[src/hw/sic_pkg.sv]
// Purpose: constants for the i2c pin-control block
// Assumes: 8-bit register port, 20 MHz system clock
// Notes: offsets are register indices on the plain port
package sic_pkg;
  localparam int unsigned ADDR_W = 10;
  // delay-setup register at its printed offset
  localparam logic [9:0] SDA_DELAY_SETUP_OFS = 10'h375;
  // control register holding the loose control bits
  localparam logic [9:0] PIN_CTRL_OFS = 10'h376;
  // status register showing pin state
  localparam logic [9:0] PIN_STAT_OFS = 10'h377;
  // pin-control field positions
  localparam int unsigned SCL_FORCE_LOW_BIT = 0;
  localparam int unsigned SDA_OUTPUT_DISABLE_BIT = 1;
  localparam int unsigned START_STOP_COND_CTRL_BIT = 2;
  localparam int unsigned DIGITAL_DELAY_SELECT_BIT = 3;
  localparam logic [7:0] PIN_CTRL_RST = 8'h00;
  // delay field bits 7..5, low bits unimplemented
  localparam int unsigned DLY_LSB = 5;
  localparam int unsigned DLY_W = 3;
  localparam logic [2:0] DLY_ANALOG = 3'h0;
  localparam logic [7:0] DLY_SETUP_RST = 8'h00;
  localparam logic [7:0] DLY_UNIMPL_MASK = 8'h1f;
  // main clock cycles per code step: code n gives 2n-1 to 2n cycles
  localparam int unsigned DLY_CYC_PER_CODE = 2;
  localparam int unsigned DLY_CNT_W = 4;
endpackage

[src/hw/sic_sync.sv]
// Purpose: two-flop synchroniser for pin inputs
// Assumes: input is asynchronous to clk_i
// Notes: first stage read only by the second
`timescale 1ns/1ps
`default_nettype none
module sic_sync (
  // clock and reset
  input wire logic clk_i,
  input wire logic rst_i,
  // level
  input wire logic d_i,
  output logic q_o
);
  logic meta_q;
  always_ff @(posedge clk_i or posedge rst_i) begin
    if (rst_i) begin
      meta_q <= 1'b1;
      q_o <= 1'b1;
    end else begin
      meta_q <= d_i;
      q_o <= meta_q;
    end
  end
endmodule // sic_sync
`default_nettype wire

[src/hw/sic_sda_delay.sv]
// Purpose: digital delay of the sda output level
// Assumes: code 0 means analog path, passed through one register
// Notes: counter restarts on every change of the source level
`timescale 1ns/1ps
`default_nettype none
module sic_sda_delay (
  // clock and reset
  input wire logic clk_i,
  input wire logic rst_i,
  // setup
  input wire logic [2:0] code_i,
  // level
  input wire logic sda_i,
  output logic sda_o
);
  logic src_q;
  logic busy_q;
  logic [sic_pkg::DLY_CNT_W-1:0] cnt_q;
  logic [sic_pkg::DLY_CNT_W-1:0] load_w;
  logic change_w;
  // code n waits 2n-1 edges after the change edge, so 2n-1..2n cycles
  assign load_w = sic_pkg::DLY_CNT_W'({code_i, 1'b0}) - 4'h2;
  assign change_w = (sda_i != src_q);
  always_ff @(posedge clk_i or posedge rst_i) begin
    if (rst_i) begin
      src_q <= 1'b1;
      busy_q <= 1'b0;
      cnt_q <= '0;
      sda_o <= 1'b1;
    end else begin
      src_q <= sda_i;
      if (code_i == sic_pkg::DLY_ANALOG) begin
        busy_q <= 1'b0;
        sda_o <= sda_i;
      end else if (change_w) begin
        busy_q <= 1'b1;
        cnt_q <= load_w;
      end else if (busy_q && cnt_q == '0) begin
        busy_q <= 1'b0;
        sda_o <= src_q;
      end else if (busy_q) begin
        cnt_q <= cnt_q - 4'h1;
      end
    end
  end
endmodule // sic_sda_delay
`default_nettype wire

[src/hw/sic_pin_ctrl.sv]
// Purpose: i2c pin control: scl force low, sda disable and delay
// Assumes: transfer clock and sda data come from the channel core
// Notes: link clock is sampled through two flops like any pin
`timescale 1ns/1ps
`default_nettype none
// Contract
// - scl follows transfer clock, or forced low
// - sda disable bit puts sda high impedance
// - unimplemented delay bits written zero, read undefined
// - digital delay select makes those bits read zero
// - digital delay select gives defined reset value
// - delay code 000 selects analog path
// - code 001 delays 1-2 cycles, longer codes more
module sic_pin_ctrl (
  // clock and reset
  input wire logic CLK_SYS_I,
  input wire logic SYS_RST_I,
  // register port
  input wire logic [9:0] ADDR_I,
  input wire logic [7:0] WDATA_I,
  input wire logic WR_I,
  input wire logic RD_I,
  output logic [7:0] RDATA_O,
  // channel core side
  input wire logic XFER_CLK_I,
  input wire logic SDA_DATA_I,
  output logic START_STOP_COND_CTRL_O,
  // i2c pins, enables active low
  input wire logic SCL_PIN_I,
  output logic SCL_O,
  output logic SCL_OE_N_O,
  input wire logic SDA_PIN_I,
  output logic SDA_O,
  output logic SDA_OE_N_O
);
  logic [7:0] ctrl_q;
  logic [7:0] ctrl_d;
  logic [7:0] dly_q;
  logic [7:0] dly_d;
  logic [7:0] rdata_d;
  logic xclk_s;
  logic scl_s;
  logic sda_s;
  logic sda_dly;
  logic scl_q;
  logic sda_q;
  logic sda_dis_q;
  logic sel_ctrl_w;
  logic sel_dly_w;
  logic sel_stat_w;
  logic dig_sel_w;
  logic [2:0] code_w;
  logic [7:0] dly_rd_w;
  logic scl_low_w;
  logic sda_dis_w;

  function automatic logic hit(input logic [9:0] a, input logic [9:0] o);
    hit = (a == o);
  endfunction

  sic_sync u_sync_xclk (
    .clk_i(CLK_SYS_I),
    .rst_i(SYS_RST_I),
    .d_i(XFER_CLK_I),
    .q_o(xclk_s)
  );
  sic_sync u_sync_scl (
    .clk_i(CLK_SYS_I),
    .rst_i(SYS_RST_I),
    .d_i(SCL_PIN_I),
    .q_o(scl_s)
  );
  sic_sync u_sync_sda (
    .clk_i(CLK_SYS_I),
    .rst_i(SYS_RST_I),
    .d_i(SDA_PIN_I),
    .q_o(sda_s)
  );

  assign sel_ctrl_w = hit(ADDR_I, sic_pkg::PIN_CTRL_OFS);
  assign sel_dly_w = hit(ADDR_I, sic_pkg::SDA_DELAY_SETUP_OFS);
  assign sel_stat_w = hit(ADDR_I, sic_pkg::PIN_STAT_OFS);
  assign dig_sel_w = ctrl_q[sic_pkg::DIGITAL_DELAY_SELECT_BIT];
  assign scl_low_w = ctrl_q[sic_pkg::SCL_FORCE_LOW_BIT];
  assign sda_dis_w = ctrl_q[sic_pkg::SDA_OUTPUT_DISABLE_BIT];
  assign code_w = dly_q[sic_pkg::DLY_LSB +: sic_pkg::DLY_W];
  // low bits are not stored; read zero under digital select
  // and otherwise the stored zero, a legal undefined value
  assign dly_rd_w = dig_sel_w ? (dly_q & ~sic_pkg::DLY_UNIMPL_MASK)
                              : dly_q;
  // only four control bits exist
  assign ctrl_d = (WR_I && sel_ctrl_w) ? {4'h0, WDATA_I[3:0]} : ctrl_q;
  // software writes low bits as zero; hardware keeps them zero anyway
  assign dly_d = (WR_I && sel_dly_w)
               ? (WDATA_I & ~sic_pkg::DLY_UNIMPL_MASK) : dly_q;
  assign rdata_d = !RD_I ? 8'h00
                 : sel_ctrl_w ? ctrl_q
                 : sel_dly_w ? dly_rd_w
                 : sel_stat_w ? {5'h00, sda_dis_q, sda_s, scl_s}
                 : 8'h00;

  always_ff @(posedge CLK_SYS_I or posedge SYS_RST_I) begin
    if (SYS_RST_I) begin
      ctrl_q <= sic_pkg::PIN_CTRL_RST;
      // defined reset for every case, which covers digital select
      dly_q <= sic_pkg::DLY_SETUP_RST;
      RDATA_O <= 8'h00;
    end else begin
      ctrl_q <= ctrl_d;
      dly_q <= dly_d;
      RDATA_O <= rdata_d;
    end
  end

  sic_sda_delay u_dly (
    .clk_i(CLK_SYS_I),
    .rst_i(SYS_RST_I),
    .code_i(code_w),
    .sda_i(SDA_DATA_I),
    .sda_o(sda_dly)
  );

  // open-drain style: drive only low levels
  always_ff @(posedge CLK_SYS_I or posedge SYS_RST_I) begin
    if (SYS_RST_I) begin
      scl_q <= 1'b1;
      sda_q <= 1'b1;
      sda_dis_q <= 1'b0;
    end else begin
      scl_q <= scl_low_w ? 1'b0 : xclk_s;
      sda_q <= sda_dly;
      sda_dis_q <= sda_dis_w;
    end
  end

  assign START_STOP_COND_CTRL_O = ctrl_q[sic_pkg::START_STOP_COND_CTRL_BIT];
  assign SCL_O = 1'b0;
  assign SCL_OE_N_O = scl_q;
  assign SDA_O = 1'b0;
  assign SDA_OE_N_O = sda_dis_q | sda_q;
endmodule // sic_pin_ctrl
`default_nettype wire

[config.mk]
export PLATFORM = sky130hd
export DESIGN_NAME = sic_pin_ctrl
export DESIGN_NICKNAME = d
export VERILOG_FILES = /design/src/hw/sic_pkg.sv /design/src/hw/sic_sync.sv /design/src/hw/sic_sda_delay.sv /design/src/hw/sic_pin_ctrl.sv
export SDC_FILE = /design/constraint.sdc
export NUM_CORES = 1
export LEC_CHECK = 0
export BUFFER_PORTS_ARGS = -buffer_cell sky130_fd_sc_hd__buf_2
export CELL_PAD_IN_SITES_DETAIL_PLACEMENT = 0
export CELL_PAD_IN_SITES_GLOBAL_PLACEMENT = 1
export CORE_MARGIN = 3
export CORE_UTILIZATION = 39
export CTS_CLUSTER_SIZE = 40
export DETAILED_ROUTE_END_ITERATION = 8
export GPL_ROUTABILITY_DRIVEN = 0
export PLACE_DENSITY = 0.79
export SLEW_MARGIN = 15
export SYNTH_ARGS = -nofsm -noshare
export SYNTH_HDL_FRONTEND = slang
export SYNTH_SLANG_ARGS = --single-unit
[constraint.sdc]
create_clock -name CLK_SYS_I -period 1.9 [get_ports CLK_SYS_I]
set_input_delay 0.095 -clock CLK_SYS_I [delete_from_list [all_inputs] [get_ports CLK_SYS_I]]
set_output_delay 0.095 -clock CLK_SYS_I [all_outputs]
set_load 0.02 [all_outputs]
; Word level (Yosys, flattened, before mapping)
; Cells that the tools add are included.
[totals]
ff_bits = 31
in_bits = 26
output_inout_bits = 13
wordCells = 50
[classes]
n_addsub = 2
n_eq_ne = 6
n_mux = 14
bitwise_logic = 2
n_reduce_logical = 10
[op_table]
columns = op, count
row1 = 10-bit equality test (second input constant), 3
row2 = 8-bit 2-to-1 mux, 3
row3 = 4-bit 2-to-1 mux, 3
row4 = 1-bit 2-to-1 mux, 7
row5 = 4-bit logical NOT, 1
row6 = 2-bit nonzero test, 2
row7 = 4-bit by 1-bit subtractor with 4-bit output (second input constant), 1
row8 = 4-bit by 2-bit subtractor with 4-bit output (second input constant), 1
row9 = 1-bit logical AND, 3
row10 = 3-bit logical NOT, 1
row11 = 3-bit 2-to-1 mux, 1
row12 = 3-bit AND reduction, 1
row13 = 3-bit nonzero test, 1
row14 = 2-bit by 1-bit != test with 1-bit output (second input constant), 1
row15 = 2-bit != test (second input constant), 1
row16 = 2-bit AND reduction, 1
row17 = 1-bit != test, 1
row18 = 1-bit NOT, 1
row19 = 1-bit OR, 1

; Depth between registers and ports, before layout
[logic_depth]
depth_word = 5
mapped_depth = 7
mapped_depth_nobuf = 6

; By module
; Synthesis repeated with hierarchy kept, for this count alone.
[unflattened]
cells_unflattened = 110
hier_area_um2 = 1371.3
[modules_own_cells]
columns = mod, instances, cells_per_inst, area_per_inst_um2, seq_area_each_um2
row1 = sic_pin_ctrl, 1, 54, 734.5, 427.9
row2 = sic_sda_delay, 1, 47, 467.9, 177.7
row3 = sic_sync, 3, 3, 56.3, 52.6

; Least setup slack after synthesis
; Ideal clock, no wire load.
[synth_path]
kind = reg-to-reg
from = reg dly_q[5]
to = reg u_dly.cnt_q[1] (netlist name)
setup_ps = 126
arrival_time_ps = 1386
t_required_ps = 1774
setup_slack_ps = 388
stages_incl_launch_ff = 7
n_path_buf = 1
period_less_slack_ps = 1512
cell_sequence = dfrtp_1 > inv_1 > ha_1 > nor2b_1 > clkbuf_1 > a21o_1 > a221o_1
[synth_via]
elab_chain_len = 3
elab_cells_between_ends = 5
cone_classes = add/sub: 1 / mux: 1 / bitwise: 1 / reduce/logical: 2
[synth_rtl]
columns = element, line
row1 = "start, declared", sic_pin_ctrl.sv:38  ; logic [7:0] dly_q;
row2 = "start signal, assigned", sic_pin_ctrl.sv:106  ; dly_q <= sic_pkg::DLY_SETUP_RST;
row3 = "start signal, assigned", sic_pin_ctrl.sv:110  ; dly_q <= dly_d;
row4 = "parallel branches: the longest is 3 deep, another holds 4-bit by 2-bit subtractor with 4-bit output", n/a
row5 = "end signal, assigned", sic_sda_delay.sv:37  ; cnt_q <= load_w;
row6 = "end signal, assigned", sic_sda_delay.sv:42  ; cnt_q <= cnt_q - 4'h1;
row7 = "end, declared", sic_sda_delay.sv:18  ; logic [sic_pkg::DLY_CNT_W-1:0] cnt_q;
; Several ways; the timed one is not identified.
; A chain may end at the register's enable or synchronous reset.

; Final worst setup path
; Same ends and word-level chain as after synthesis.

==> flow_results.org <==
** Run status
- Outcome :: completed

** Setup path
- Biggest fanout along the worst timing path :: 9
- Start-to-end type of the worst setup path :: reg2reg
- The worst setup path is launched from a flop.
- RR Startpoint :: dly_q[5]
- The most critical setup path has its startpoint at dly_q[5].
- At the worst endpoint, the arrival time is between 1500 and 2000 ps.
- STA puts the critical path data required time at 2120 ps.
- Endpoint type of the worst setup path :: flop

** Detailed routing
- For this block, the via count after detailed routing is 948.
- Number of DRC markers after the initial detailed-route iteration :: 47
- Once detail routing completed, the nets flagged for antenna violations numbered 0.
- First-pass detailed-route iteration total :: 4
- Final wirelength :: between 2 and 2.5 mm
- Count of unresolved DRC violations after routing :: 0
- After detailed routing, the number of vias per cell comes to ~4.7.
- Wire length per cell :: ~12 µm

** Synthesis
- Sequential elements use slightly below 60% of the synthesized area.
- Avg Cell Area, Syn :: 12.4 µm²
- By area, the combinational part of the netlist is dominated by simple AND/OR/NAND/NOR gates.
- The netlist uses 37 different library cells.
- Synthesis produced ~110 cells.
- In the synthesized netlist the dominant register cell turns out to be sky130_fd_sc_hd__dfrtp_1.
- Area of the mapped netlist :: 0.00130 mm²
- Share of synthesized flip-flops with an asynchronous set or reset :: 100%
- Xor-xnor portion of the synthesized cell area :: 1.34%
- The synthesized design contains 30 register bits.
- Post-synthesis share of cell area spent on and, or, nand and nor gates :: approximately 16%
- The synthesized netlist devotes 3.84% of its cell area to adder and majority cells.
- Multiplexer area fraction after synthesis :: 8.35%
- The synthesized netlist devotes under 10% of its cell area to compound gates.
- Yosys printed 0 warnings.
- The synthesized design contains 0 enable-type register cells.

** Placement
- Post-Place Cells :: between 150 and 200
- During placement, the flow inserted port buffers numbering 34.
- Once placement finished, the instance area stood at 0.00151 mm².
- Detailed placement finished with a half-perimeter wire length of between 1.5 and 2 mm.

** Clock network
- CTS Sinks :: 30
- The clock reaches the later pin of the worst-skew pair after between 300 and 400 ps.
- Hold repair after CTS inserted 12 buffers.
- CTS built an H-tree with a depth of 2.
- In this run the post-CTS setup repair buffer count came out at 0.
- CTS resizes :: 0
- Counting the buffers created by CTS gives 5.
- TritonCTS built the clock tree.
- CTS root buffer :: sky130_fd_sc_hd__clkbuf_4
- In this run the deepest clock path goes through 2 buffers.
- Clock-pin slew was measured on the worst setup and hold paths at roughly 90 ps.

** Cells and area
- Count of non-filler cells in the finished layout :: between 200 and 250
- Most frequent cells in the layout :: 34 x sky130_fd_sc_hd__buf_2, 20 x sky130_fd_sc_hd__dfrtp_1, 12 x sky130_fd_sc_hd__dlygate4sd3_1
- Fill cells in the final layout number roughly 280.
- Area added between synthesis and finish :: 29.9%
- Leaving out fill and tap cells, the most frequent cell in the layout is sky130_fd_sc_hd__buf_2.
- Layout cell share with drive strength beyond 1 :: 42.0%
- 0 antenna diodes ended up in the layout.
- Number of nets in the finished design :: roughly 190
- With fillers left out, the area of the finished cells amounts to between 0.0015 and 0.002 mm².

** STA
- Final period utilization :: about nine tenths
- Crit path time final :: 1690 ps
- Adding up every negative setup slack in the final design gives 0 ps.
- Setup violations remaining at the end of the flow were counted as 0.
- Normalized max-slew margin :: 62.9%
- Unrepaired setup endpoints after global routing :: no
- The final count of pins violating max slew was 0.
- The tightest hold path in the finished design has a slack of between 40 and 50 ps.
- Derived from the worst setup path, the maximum achievable clock frequency is slightly below 0.6 GHz.
- Hold violation count in the final report :: 0
- At the pin with the least slew margin, the transition time is 556 ps.
- Post-Route Skew :: roughly 9.5 ps

** Power
- Dividing total power by cell area gives a power density of between 700 and 800 mW/mm².
- Leakage component of the power :: approximately 0.00084 µW
- IR analysis of the VDD net gives a maximum drop of between 0.0004 and 0.0005 V.

** Global routing
- The initial antenna violation count is 0.
- Number of global-route vias before repair :: around 1,000
- Entering global routing, the biggest net connects 31 pins.
- Met2 usage in global routing :: about a quarter
- Global-route track usage on met3 :: slightly above 5%
- Met1 usage in global routing :: about an eighth
- The first global-routing pass estimated between 4 and 5 mm of wire.
- Peak-usage layer in the global routing report :: met2
- Global Route Usage Sum :: about 14%
- GRT Residual Overflow :: 0

** Floorplan
- Overall die width :: roughly 64 µm
- Measured along the y axis, the die boundary spans about 64 µm.
- In this run the count of I/O pins placed on the die edge is 39.
- Core Footprint :: around 0.0031 mm²
- The initial utilization of the core area, before any placement, comes to 41.7%.
- Count of standard-cell rows :: 20
- Die outline area :: between 0.004 and 0.005 mm²

** Hold path
- The worst hold path belongs to the class in2reg.
- Startpoint of the most critical hold path :: RD_I

** Job
- Number of max-capacitance violations reported :: 0
[per-stage QoR]
step	power, µW	worst slack (ps)	util, %
final	1280	211	54.2
after global routing	1360	44.3	54.2
after CTS	1300	213	54.2
after detailed placement	881	244	48.4
after global placement	870	244	48.4
after floorplan	826	388	-
[sequential cells by signal, summed over array words and instances (netlist names)]
register	cells
RDATA_O	7
ctrl_q	4
u_dly.cnt_q	4
dly_q	3
SCL_OE_N_O	1
sda_dis_q	1
sda_q	1
u_dly.busy_q	1
u_dly.sda_o	1
u_dly.src_q	1
u_sync_scl.meta_q	1
u_sync_scl.q_o	1
u_sync_sda.meta_q	1
u_sync_sda.q_o	1
u_sync_xclk.meta_q	1
u_sync_xclk.q_o	1
[path summary, 6_finish.rpt]
check / end / slack [ps] / cells after the start
worst max-delay path: u_dly.cnt_q[1] / 210 / 5
max in group asynchronous: u_sync_xclk.q_o / 1210 / 4
worst max register to register: u_dly.cnt_q[1] / 210 / 5
worst min register to register: u_sync_scl.q_o / 350 / 0
min in group asynchronous: u_dly.cnt_q[2] / 380 / 4
worst min-delay path: RDATA_O[3] / 40 / 2
[area by class of cell]
| cell class | instances | area, µm² | area share [%] |
|---|---|---|---|
| clock buffer | 7 | 55.1 | 3.25 |
| multi-input combinational | 65 | 492 | 29.0 |
| sequential | 30 | 763 | 45.1 |
| tap | 44 | 55.1 | 3.25 |
| timing repair buffer | 47 | 298 | 17.6 |
| inverter | 7 | 26.3 | 1.55 |
| clock inverter | 1 | 5.00 | 0.295 |
[per-layer routing]
layer / vias up / share of wire (%)
met5: - / 0
met4: 0 / 1.8
met3: 5 / 7.3
met2: 30 / 52
met1: 455 / 39
li1: 458 / -
[Yosys cell counts, types with 2 or more instances]
cell	number	share of area (%)
sky130_fd_sc_hd__dfrtp_1	20	38
sky130_fd_sc_hd__dfstp_2	10	20
sky130_fd_sc_hd__nor2_1	8	2.3
sky130_fd_sc_hd__inv_1	7	2.0
sky130_fd_sc_hd__mux2_2	7	6.0
sky130_fd_sc_hd__a21oi_1	6	2.3
sky130_fd_sc_hd__ha_1	4	3.8
sky130_fd_sc_hd__and2_1	3	1.4
sky130_fd_sc_hd__buf_4	3	1.7
sky130_fd_sc_hd__mux2i_1	3	2.3
sky130_fd_sc_hd__nor2b_1	3	1.4
sky130_fd_sc_hd__o21ai_0	3	1.2
sky130_fd_sc_hd__clkbuf_1	2	0.58
sky130_fd_sc_hd__nand4b_1	2	1.3
sky130_fd_sc_hd__nor3_1	2	0.77
[cell families after synthesis]
group,count (synthesis)
flops,30
mux,10
fa+ha+maj,4
simple gates,31
buf+inv,12
other cells,1
xor+xnor,2
compound gates,15
[power breakdown]
part / internal [µW] / switching, µW
clock network: 179 / 216
registers: 681 / 25.5
logic: 94.0 / 88.2
total: 954 / 329
[critical path: stages (launching register included)]
cell,delay (ps)
sky130_fd_sc_hd__dfrtp_1,430
sky130_fd_sc_hd__inv_1,90
sky130_fd_sc_hd__ha_1,160
sky130_fd_sc_hd__nor2b_1,470
sky130_fd_sc_hd__nor2_1,80
sky130_fd_sc_hd__a221o_1,340
No activity file was read; power rests on OpenSTA's default activity.
